File: src/common/cag_pkg.sv
// Purpose: Shared constants and types for the add-group execution unit
// Assumes: APB register access with 32-bit data, 16-bit general registers
// Notes: Offsets, control and status bit positions, quick codes and data reset values live here
package cag_pkg;

  // ----------------------------------------------------------------
  // Widths and counts
  // ----------------------------------------------------------------
  localparam int DATA_W = 16;
  localparam int NUM_GPR = 8;
  localparam int ADDR_W = 12;

  // ----------------------------------------------------------------
  // Register byte offsets
  // ----------------------------------------------------------------
  localparam logic [11:0] OFS_CTRL = 12'h000;
  localparam logic [11:0] OFS_QCODE = 12'h004;
  localparam logic [11:0] OFS_SRC = 12'h008;
  localparam logic [11:0] OFS_MEM = 12'h00c;
  localparam logic [11:0] OFS_STATUS = 12'h010;
  localparam logic [11:0] OFS_GPR = 12'h020;

  // ----------------------------------------------------------------
  // Field positions
  // ----------------------------------------------------------------
  localparam int CTRL_OP_LSB = 0;
  localparam int CTRL_WORD_BIT = 2;
  localparam int CTRL_RD_LSB = 4;
  localparam int CTRL_MEM_BIT = 8;
  localparam int CTRL_GO_BIT = 16;
  localparam int STAT_BAD_BIT = 4;
  localparam int STAT_BUSY_BIT = 8;

  // ----------------------------------------------------------------
  // Quick-add operation bytes and their immediates
  // ----------------------------------------------------------------
  localparam logic [7:0] QC_PLUS1 = 8'h08;
  localparam logic [7:0] QC_PLUS2 = 8'h09;
  localparam logic [7:0] QC_MINUS1 = 8'h0c;
  localparam logic [7:0] QC_MINUS2 = 8'h0d;
  localparam logic [15:0] IMM_PLUS1 = 16'h0001;
  localparam logic [15:0] IMM_PLUS2 = 16'h0002;
  localparam logic [15:0] IMM_MINUS1 = 16'hffff;
  localparam logic [15:0] IMM_MINUS2 = 16'hfffe;

  // ----------------------------------------------------------------
  // Reset values
  // ----------------------------------------------------------------
  localparam logic [15:0] DATA_RST = 16'h0000;
  localparam logic [7:0] QCODE_RST = 8'h00;
  localparam logic [31:0] RDATA_RST = 32'h0000_0000;

  // ----------------------------------------------------------------
  // Types
  // ----------------------------------------------------------------
  typedef enum logic [1:0] {
    OP_GEN = 2'h0,
    OP_QUICK = 2'h1,
    OP_SEXT = 2'h2,
    OP_BAD = 2'h3
  } cag_op_t;

  typedef enum logic {
    S_IDLE = 1'b0,
    S_EXEC = 1'b1
  } cag_state_t;

  typedef struct packed {
    logic n;
    logic z;
    logic v;
    logic c;
  } cag_flags_t;

  localparam cag_flags_t FLAGS_RST = 4'h0;

  typedef struct packed {
    cag_state_t state;
    logic pready;
    logic pslverr;
    logic [31:0] prdata;
    cag_op_t op;
    logic word;
    logic [2:0] rd;
    logic dst_mem;
    logic [7:0] qcode;
    logic [15:0] src;
    logic [15:0] mem;
    cag_flags_t flags;
    logic bad;
    logic [NUM_GPR-1:0][15:0] gpr;
  } cag_st_t;

endpackage

File: src/rtl/cag_adder.sv
// Purpose: Size-aware adder with condition flags
// Assumes: Combinational; caller decides whether flags are kept
// Notes: Byte results keep the destination upper byte
`timescale 1ns/100ps
module cag_adder (
  // Operands
  input wire logic [15:0] a,
  input wire logic [15:0] b,
  // Mode
  input wire logic word,
  input wire logic sext,
  // Result
  output logic [15:0] sum,
  output cag_pkg::cag_flags_t flags
);

  logic [8:0] s8;
  logic [16:0] s16;
  logic [15:0] bx;

  always_comb begin
    // Byte source widened by its sign bit, always a word add
    bx = (sext && !word) ? {{8{b[7]}}, b[7:0]} : b;  // [RL10]
    s8 = {1'b0, a[7:0]} + {1'b0, b[7:0]};
    s16 = {1'b0, a} + {1'b0, bx};
    if (word || sext) begin
      sum = s16[15:0];                                // [RL11]
      flags.n = s16[15];
      flags.z = (s16[15:0] == 16'h0000);
      flags.v = (a[15] == bx[15]) && (s16[15] != a[15]);
      flags.c = s16[16];
    end else begin
      sum = {a[15:8], s8[7:0]};                       // [RL12]
      flags.n = s8[7];
      flags.z = (s8[7:0] == 8'h00);
      flags.v = (a[7] == b[7]) && (s8[7] != a[7]);
      flags.c = s8[8];
    end
  end

endmodule // cag_adder

File: src/rtl/cag_exec.sv
// Purpose: Add-group execution unit with an APB register window
// Assumes: Single 100 MHz clock pclk, asynchronous active-low presetn
// Notes: One execution cycle follows each start; flags live in STATUS
//
// Overview of operation
// RL1 - General add sums source into destination register
// RL2 - Negative flag follows result top bit
// RL3 - Zero flag set when sized result zero
// RL4 - Overflow flag marks signed overflow
// RL5 - Carry flag marks unsigned carry out
// RL6 - Quick add updates register or memory operand
// RL7 - Quick immediates limited to plus/minus one, two
// RL8 - Four quick operation byte codes recognised
// RL9 - Sign-extending add leaves flags unchanged
// RL10 - Byte source sign-extended to sixteen bits
// RL11 - Sign-extending add uses full word destination
// RL12 - Byte adds confined to low eight bits
//
// Register access over APB and the register offsets are this design's own decisions.
`timescale 1ns/100ps
module cag_exec #(
  parameter int ADDR_W = cag_pkg::ADDR_W
) (
  // Clock and reset
  input wire logic pclk,
  input wire logic presetn,
  // APB slave
  input wire logic psel,
  input wire logic penable,
  input wire logic pwrite,
  input wire logic [ADDR_W-1:0] paddr,
  input wire logic [31:0] pwdata,
  output logic [31:0] prdata,
  output logic pready,
  output logic pslverr,
  // Condition flags
  output cag_pkg::cag_flags_t flags
);

  // ----------------------------------------------------------------
  // State and datapath signals
  // ----------------------------------------------------------------
  cag_pkg::cag_st_t st;
  cag_pkg::cag_st_t next_st;
  logic [11:0] addr;
  logic hit;
  logic gpr_hit;
  logic [2:0] gpr_idx;
  logic [31:0] rd_data;
  logic acc_wr;
  logic setup_done;
  logic [15:0] add_a;
  logic [15:0] add_b;
  logic add_sext;
  logic [15:0] add_sum;
  cag_pkg::cag_flags_t add_flags;
  logic [15:0] q_imm;
  logic q_valid;
  logic exec;
  logic ok;
  logic bad_set;
  logic bad_clr;

  assign addr = 12'(paddr);
  assign setup_done = psel & penable & ~st.pready;
  assign acc_wr = psel & penable & st.pready & pwrite & hit;
  assign exec = (st.state == cag_pkg::S_EXEC);

  // ----------------------------------------------------------------
  // Operand routing
  // ----------------------------------------------------------------
  cag_qdec u_qdec (
    .code(st.qcode),
    .imm(q_imm),
    .valid(q_valid)
  );

  always_comb begin
    add_a = st.gpr[st.rd];
    add_b = st.src;
    add_sext = (st.op == cag_pkg::OP_SEXT);
    if (st.op == cag_pkg::OP_QUICK) begin
      add_a = st.dst_mem ? st.mem : st.gpr[st.rd];  // [RL6]
      add_b = q_imm;                                // [RL7]
    end
    unique case (st.op)
      cag_pkg::OP_GEN: ok = 1'b1;
      cag_pkg::OP_QUICK: ok = q_valid;              // [RL7]
      cag_pkg::OP_SEXT: ok = 1'b1;
      default: ok = 1'b0;
    endcase
  end

  cag_adder u_adder (
    .a(add_a),
    .b(add_b),
    .word(st.word),
    .sext(add_sext),
    .sum(add_sum),
    .flags(add_flags)
  );

  // ----------------------------------------------------------------
  // Address decode and read mux
  // ----------------------------------------------------------------
  always_comb begin
    gpr_hit = (addr[11:5] == cag_pkg::OFS_GPR[11:5]) && (addr[1:0] == 2'h0);
    gpr_idx = addr[4:2];
    hit = 1'b1;
    rd_data = cag_pkg::RDATA_RST;
    if (gpr_hit) begin
      rd_data[15:0] = st.gpr[gpr_idx];
    end else begin
      unique case (addr)
        cag_pkg::OFS_CTRL: begin
          rd_data[cag_pkg::CTRL_OP_LSB +: 2] = st.op;
          rd_data[cag_pkg::CTRL_WORD_BIT] = st.word;
          rd_data[cag_pkg::CTRL_RD_LSB +: 3] = st.rd;
          rd_data[cag_pkg::CTRL_MEM_BIT] = st.dst_mem;
        end
        cag_pkg::OFS_QCODE: rd_data[7:0] = st.qcode;
        cag_pkg::OFS_SRC: rd_data[15:0] = st.src;
        cag_pkg::OFS_MEM: rd_data[15:0] = st.mem;
        cag_pkg::OFS_STATUS: begin
          rd_data[3:0] = st.flags;
          rd_data[cag_pkg::STAT_BAD_BIT] = st.bad;
          rd_data[cag_pkg::STAT_BUSY_BIT] = exec;
        end
        default: hit = 1'b0;
      endcase
    end
  end

  // ----------------------------------------------------------------
  // Next-state logic
  // ----------------------------------------------------------------
  always_comb begin
    next_st = st;
    bad_set = exec && !ok;                          // [RL7]
    bad_clr = acc_wr && (addr == cag_pkg::OFS_STATUS) && pwdata[cag_pkg::STAT_BAD_BIT];
    // Answer one cycle into the access phase, so data is registered
    next_st.pready = setup_done;
    if (setup_done) begin
      next_st.prdata = rd_data;
      next_st.pslverr = ~hit;
    end
    if (acc_wr) begin
      if (gpr_hit) begin
        next_st.gpr[gpr_idx] = pwdata[15:0];
      end else begin
        unique case (addr)
          cag_pkg::OFS_CTRL: begin
            next_st.op = cag_pkg::cag_op_t'(pwdata[cag_pkg::CTRL_OP_LSB +: 2]);
            next_st.word = pwdata[cag_pkg::CTRL_WORD_BIT];
            next_st.rd = pwdata[cag_pkg::CTRL_RD_LSB +: 3];
            next_st.dst_mem = pwdata[cag_pkg::CTRL_MEM_BIT];
            if (pwdata[cag_pkg::CTRL_GO_BIT]) begin
              next_st.state = cag_pkg::S_EXEC;
            end
          end
          cag_pkg::OFS_QCODE: next_st.qcode = pwdata[7:0];
          cag_pkg::OFS_SRC: next_st.src = pwdata[15:0];
          cag_pkg::OFS_MEM: next_st.mem = pwdata[15:0];
          default: begin
          end
        endcase
      end
    end
    if (exec) begin
      next_st.state = cag_pkg::S_IDLE;
      if (ok) begin
        unique case (st.op)
          cag_pkg::OP_GEN: begin
            next_st.gpr[st.rd] = add_sum;           // [RL1] [RL12]
            next_st.flags = add_flags;              // [RL2] [RL3] [RL4] [RL5]
          end
          cag_pkg::OP_QUICK: begin
            if (st.dst_mem) begin
              next_st.mem = add_sum;                // [RL6]
            end else begin
              next_st.gpr[st.rd] = add_sum;         // [RL6]
            end
            next_st.flags = add_flags;              // [RL2] [RL3] [RL4] [RL5]
          end
          default: begin
            next_st.gpr[st.rd] = add_sum;           // [RL9] [RL11]
          end
        endcase
      end
    end
    // A fault raised in the clearing cycle stays visible
    next_st.bad = (st.bad & ~bad_clr) | bad_set;
  end

  always_ff @(posedge pclk or negedge presetn) begin
    if (!presetn) begin
      st <= '{state: cag_pkg::S_IDLE, pready: 1'b0, pslverr: 1'b0, prdata: cag_pkg::RDATA_RST,
              op: cag_pkg::OP_GEN, word: 1'b0, rd: 3'h0, dst_mem: 1'b0, qcode: cag_pkg::QCODE_RST,
              src: cag_pkg::DATA_RST, mem: cag_pkg::DATA_RST, flags: cag_pkg::FLAGS_RST, bad: 1'b0,
              gpr: '0};
    end else begin
      st <= next_st;
    end
  end

  assign prdata = st.prdata;
  assign pready = st.pready;
  assign pslverr = st.pslverr;
  assign flags = st.flags;

  // ----------------------------------------------------------------
  // Checks
  // ----------------------------------------------------------------
  // Independent reference values, sized per operand width
  logic [16:0] chk_w;
  logic [8:0] chk_b;
  logic chk_n;
  logic chk_z;
  logic chk_v;
  logic chk_c;
  logic upd;
  logic [15:0] chk_sx;
  logic [15:0] dst_now;
  logic [15:0] chk_qimm;

  always_comb begin
    chk_w = {1'b0, add_a} + {1'b0, add_b};
    chk_b = {1'b0, add_a[7:0]} + {1'b0, add_b[7:0]};
    chk_n = st.word ? chk_w[15] : chk_b[7];
    chk_z = st.word ? (chk_w[15:0] == 16'h0000) : (chk_b[7:0] == 8'h00);
    chk_v = st.word ? ((add_a[15] ~^ add_b[15]) & (chk_w[15] ^ add_a[15]))
                    : ((add_a[7] ~^ add_b[7]) & (chk_b[7] ^ add_a[7]));
    chk_c = st.word ? chk_w[16] : chk_b[8];
    chk_sx = st.gpr[st.rd] + (st.word ? st.src : {{8{st.src[7]}}, st.src[7:0]});
    upd = exec && ok && (st.op != cag_pkg::OP_SEXT);
    dst_now = st.gpr[st.rd];
    // Immediate rebuilt from the code bits, not taken from the decoder
    chk_qimm = st.qcode[2] ? (16'h0000 - {15'h0000, st.qcode[0]} - 16'h0001) : ({15'h0000, st.qcode[0]} + 16'h0001);
  end
endmodule // cag_exec

File: src/rtl/cag_qdec.sv
// Purpose: Decode the quick-add operation byte into its immediate
// Assumes: Purely combinational, used inside the execution unit
// Notes: Any byte outside the four codes is flagged as not valid
`timescale 1ns/100ps
module cag_qdec (
  // Operation byte
  input wire logic [7:0] code,
  // Decoded immediate
  output logic [15:0] imm,
  output logic valid
);

  always_comb begin
    imm = cag_pkg::DATA_RST;
    valid = 1'b1;
    unique case (code)
      cag_pkg::QC_PLUS1: imm = cag_pkg::IMM_PLUS1;    // [RL8]
      cag_pkg::QC_PLUS2: imm = cag_pkg::IMM_PLUS2;    // [RL8]
      cag_pkg::QC_MINUS1: imm = cag_pkg::IMM_MINUS1;  // [RL8]
      cag_pkg::QC_MINUS2: imm = cag_pkg::IMM_MINUS2;  // [RL8]
      default: valid = 1'b0;                          // [RL7]
    endcase
  end

endmodule // cag_qdec

File: config.mk
export PLATFORM = sky130hd
export DESIGN_NAME = cag_exec
export DESIGN_NICKNAME = d
export VERILOG_FILES = /design/src/common/cag_pkg.sv /design/src/rtl/cag_adder.sv /design/src/rtl/cag_exec.sv /design/src/rtl/cag_qdec.sv
export SDC_FILE = /design/constraint.sdc
export NUM_CORES = 1
export LEC_CHECK = 0
export BUFFER_PORTS_ARGS = -buffer_cell sky130_fd_sc_hd__buf_4
export CORE_MARGIN = 2
export CORE_UTILIZATION = 30
export DETAILED_ROUTE_END_ITERATION = 16
export PLACE_DENSITY = 0.52
export SKIP_LAST_GASP = 1
export SYNTH_ARGS = -nofsm -noshare
export SYNTH_HDL_FRONTEND = slang
export SYNTH_SLANG_ARGS = --single-unit
File: constraint.sdc
create_clock -name pclk -period 8.5 [get_ports pclk]
set_input_delay 0.85 -clock pclk [delete_from_list [all_inputs] [get_ports pclk]]
set_output_delay 0.85 -clock pclk [all_outputs]
set_load 0.01 [all_outputs]
==> summary by stage <==
Critical path
The worst endpoint data arrival time is 5630 ps. Of all nets on the critical path, the largest fanout is 51. The capture point of the worst reg-to-reg path is st[108]$_DFF_PN0_. The worst register-to-register path begins at st[175]$_DFFE_PN0P_. The depth of the worst register-to-register path is 12.

STA classifies the critical path endpoint as a flip-flop. The required time at the worst-slack endpoint is 8790 ps. The setup check on the worst reg-to-reg path leaves a slack of 3160 ps. The type of element launching the critical path is a flip-flop. The kind of critical path is reg -> reg.

Layout
The fraction of layout instances using a drive strength above 1 is 0.173. In the final layout, flip-flops and latches occupy 4980 um^2. The final core utilization is 0.330. Fill cells in the final layout number 4521. In the final design database the tool counted 1363 nets.

The area growth from synthesis to layout is 9.40%. The repair_antennas step left the layout with diodes totalling 0. Summing all multi-input logic gate instances after layout gives roughly 7600 um^2.

CTS
The number of H-tree branching levels is 4. The tree is rooted in a clkbuf_16. The number of buffers on the longest clock path is 2. The number of hold buffers added after cts is 0. The post-CTS setup buffer count is 0.

The number of buffers created by CTS is 17. The clock net in this run drives a total of 199 sinks. The clock-pin slew on the worst setup and hold paths is ~70 ps. The CTS tree is built.

The post-cts repair resize count is 0. The clock reaches the later pin of the worst-skew pair after 460 ps.

Yosys
Counting distinct cell types in the post-synthesis netlist gives 75. The share of the Yosys chip area taken by registers is 0.375. After synthesis, the share of flip-flops with an asynchronous set or reset is 1.00. The cell count after synthesis came out at 1331. The yosys synthesis warning count is 0. In the synthesized netlist the dominant register cell turns out to be dfrtp_1.

The synthesized netlist occupies a cell area of between 10000 and 15000 um^2. The average cell area after synthesis is between 9 and 10 um^2. In this run, synthesis produced a sequential element count of roughly 200. The count of flip-flops with a built-in enable after synthesis is 0.

Place
The worst setup slack before clock tree synthesis is 3220 ps. At the end of routability-driven placement, the weighted congestion stood at 0.864. The number of input and output port buffers inserted is 55. Detailed placement ended at an HPWL of 28700 um.

Floorplan
The number of placement rows is 77. The die width is 214 um. The effective utilization at floorplan is 0.302. Pin placement for this block handled 87 I/O pins. The area of the core is 43900 um^2. The die boundary height is 214 um. The area of the die is 45900 um^2.

Routing
The final routed DRC violation total is 0. In the routed layout, each cell is associated on average with a via count of 5.50. Once detail routing completed, the nets flagged for antenna violations numbered 0. The final route contains 10500 vias. Dividing the detail-routed wire length by the instance count gives around 23 um. The pre-antenna-repair detailed-routing pass consisted of 5 iterations. In this run, the number of DRC markers left after iteration 0 of detailed routing was 922. The sum of routed wire length over all layers is 43300 um.

STA
The final hold violation count is 0. The setup violation total in the final timing report is 0. Adding up every negative setup slack in the final design gives 0 ps.

Setup repair after global routing left no endpoint under its margin. The clock arrives with 12.0 ps of skew. The pin slew with the least headroom to its limit is 1240 ps. The max-slew violation count is 0. Timing would allow up to 187 MHz. Headroom to the max-slew limit came out at 0.170.

Dividing the final minimum period by the clock period gives 0.628. The final critical delay including setup and external delays is approximately 5300 ps. The setup slack of the critical path after layout is 3160 ps.

Global routing
The global-route wire length before repair is 66000 um. The number of global-route vias before repair is 10200. Global routing finished with a remaining overflow of 0. The total track usage is 0.188.

The initial antenna violation count came to 0. The maximum number of pins on one net before global-route repair is 154.

Pwr
The worst vdd rail ir drop is 133 uV. The leakage power figure is 5.98 nW. The power per cell area is around 130 nW/um^2.

Status
The run finished with clean final reports.

Min path
The path class of the tightest hold or removal check is in -> async.

Flow run
Across the run, the number of max-cap violations was 0.
power breakdown:
part | internal (W) | switching, W
combinational | 0.0000305 | 0.0000745
sequential | 0.000949 | 0.00000180
clock | 0.000435 | 0.000379
layer usage:
layer | vias up | wire length, um | GRT usage
li1 | 4756 | - | -
met1 | 5307 | 19300 | 0.258
met4 | 0 | 655 | 0.0468
met5 | - | 0 | 0
met2 | 353 | 20900 | 0.312
met3 | 38 | 2390 | 0.0275
layout make-up:
cell class              instances  share of cell area
clock buffers                  25              0.0341
clock inverters                 7             0.00474
inverters                       9             0.00233
multi-input cells             992               0.523
flip-flops and latches        199               0.343
well taps                     592              0.0510
repair buffers                 78              0.0416
registers in the layout, summed over array words and instances, names as in the netlist:
register	cells
pslverr	1
exec	1
prdata	16
pready	1
flags	4
st	176
critical path, cell delays in order (launching register included):
cell and delay, ps:
dfrtp_2 350, buf_4 580, mux4_2 580, mux2i_1 330
a21oi_1 140, ha_1 230, fa_1 500, a211oi_1 470
o21ai_0 380, a2111oi_0 500, nor4_1 170, mux2i_1 750
mux2i_1 160
cells in the mapped netlist, types with 11 or more instances:
| cell type | count | area, um^2 |
|---|---|---|
| mux2i_1 | 216 | 2160 |
| nor3_1 | 12 | 60.1 |
| buf_2 | 18 | 90.1 |
| nor2_1 | 154 | 578 |
| buf_1 | 16 | 60.1 |
| a21oi_1 | 129 | 646 |
| mux2_2 | 47 | 529 |
| o21ai_0 | 65 | 325 |
| a211oi_1 | 15 | 113 |
| buf_4 | 37 | 278 |
| nor2b_1 | 16 | 100 |
| nand2_1 | 80 | 300 |
| ha_1 | 16 | 200 |
| mux4_2 | 50 | 1130 |
| a21o_1 | 11 | 82.6 |
| a221oi_1 | 15 | 131 |
| a22oi_1 | 13 | 97.6 |
| dfrtp_1 | 199 | 4980 |
| clkbuf_1 | 71 | 267 |
| nand3_1 | 15 | 75.1 |
per-stage QoR:
stage | power [W] | instance area, um^2 | instances | hold WS [ps]
CTS | 0.00189 | 14500 | 1902 | 339
global route | 0.00193 | 14500 | 1902 | 361
global placement | 0.00107 | 13900 | 1870 | 465
finish | 0.00187 | 14500 | 1902 | 343
detailed placement | 0.00108 | 13900 | 1870 | 476
floorplan | 0.00102 | 13300 | 1346 | 451
cells in the final DEF, fill, tap and decap left out, types with 6 or more instances in the layout:
master,count
clkbuf_16,17
buf_4,76
ha_1,16
nand2b_1,8
nor2b_1,16
nor3_1,12
a211oi_1,15
mux2_2,47
nand3_1,15
mux2i_1,216
inv_1,8
dfrtp_1,197
mux4_2,50
or3_1,7
o211ai_1,6
a221oi_1,15
a22oi_1,13
o21ai_0,65
conb_1,16
nand2_1,80
o21a_1,6
nor2_1,154
a21oi_1,129
a21o_1,11
how the worst max path moves through the flow:
stage / startpoint / end / cells after the start
after floorplan: st[175]$_DFFE_PN0P_ / st[108]$_DFF_PN0_ / 15
after global placement: st[175]$_DFFE_PN0P_ / st[58]$_DFF_PN0_ / 13
after detailed placement: st[175]$_DFFE_PN0P_ / st[106]$_DFF_PN0_ / 13
after CTS: st[175]$_DFFE_PN0P_ / st[60]$_DFF_PN0_ / 12
after global routing: st[175]$_DFFE_PN0P_ / st[10]$_DFF_PN0_ / 13
final: st[175]$_DFFE_PN0P_ / st[108]$_DFF_PN0_ / 12
kinds of logic after synthesis:
logic type	after synthesis	share of synthesized area
AOI/OAI and AO/OA	306	0.141
xor gates and xnor gates	6	0.00396
adders and majority gates	17	0.0166
buffers and inverters	155	0.0583
DFF	199	0.375
muxes	313	0.288
other	1	0.000283
and+or+nand+nor	334	0.117
Power figures use the tool's default switching activity.
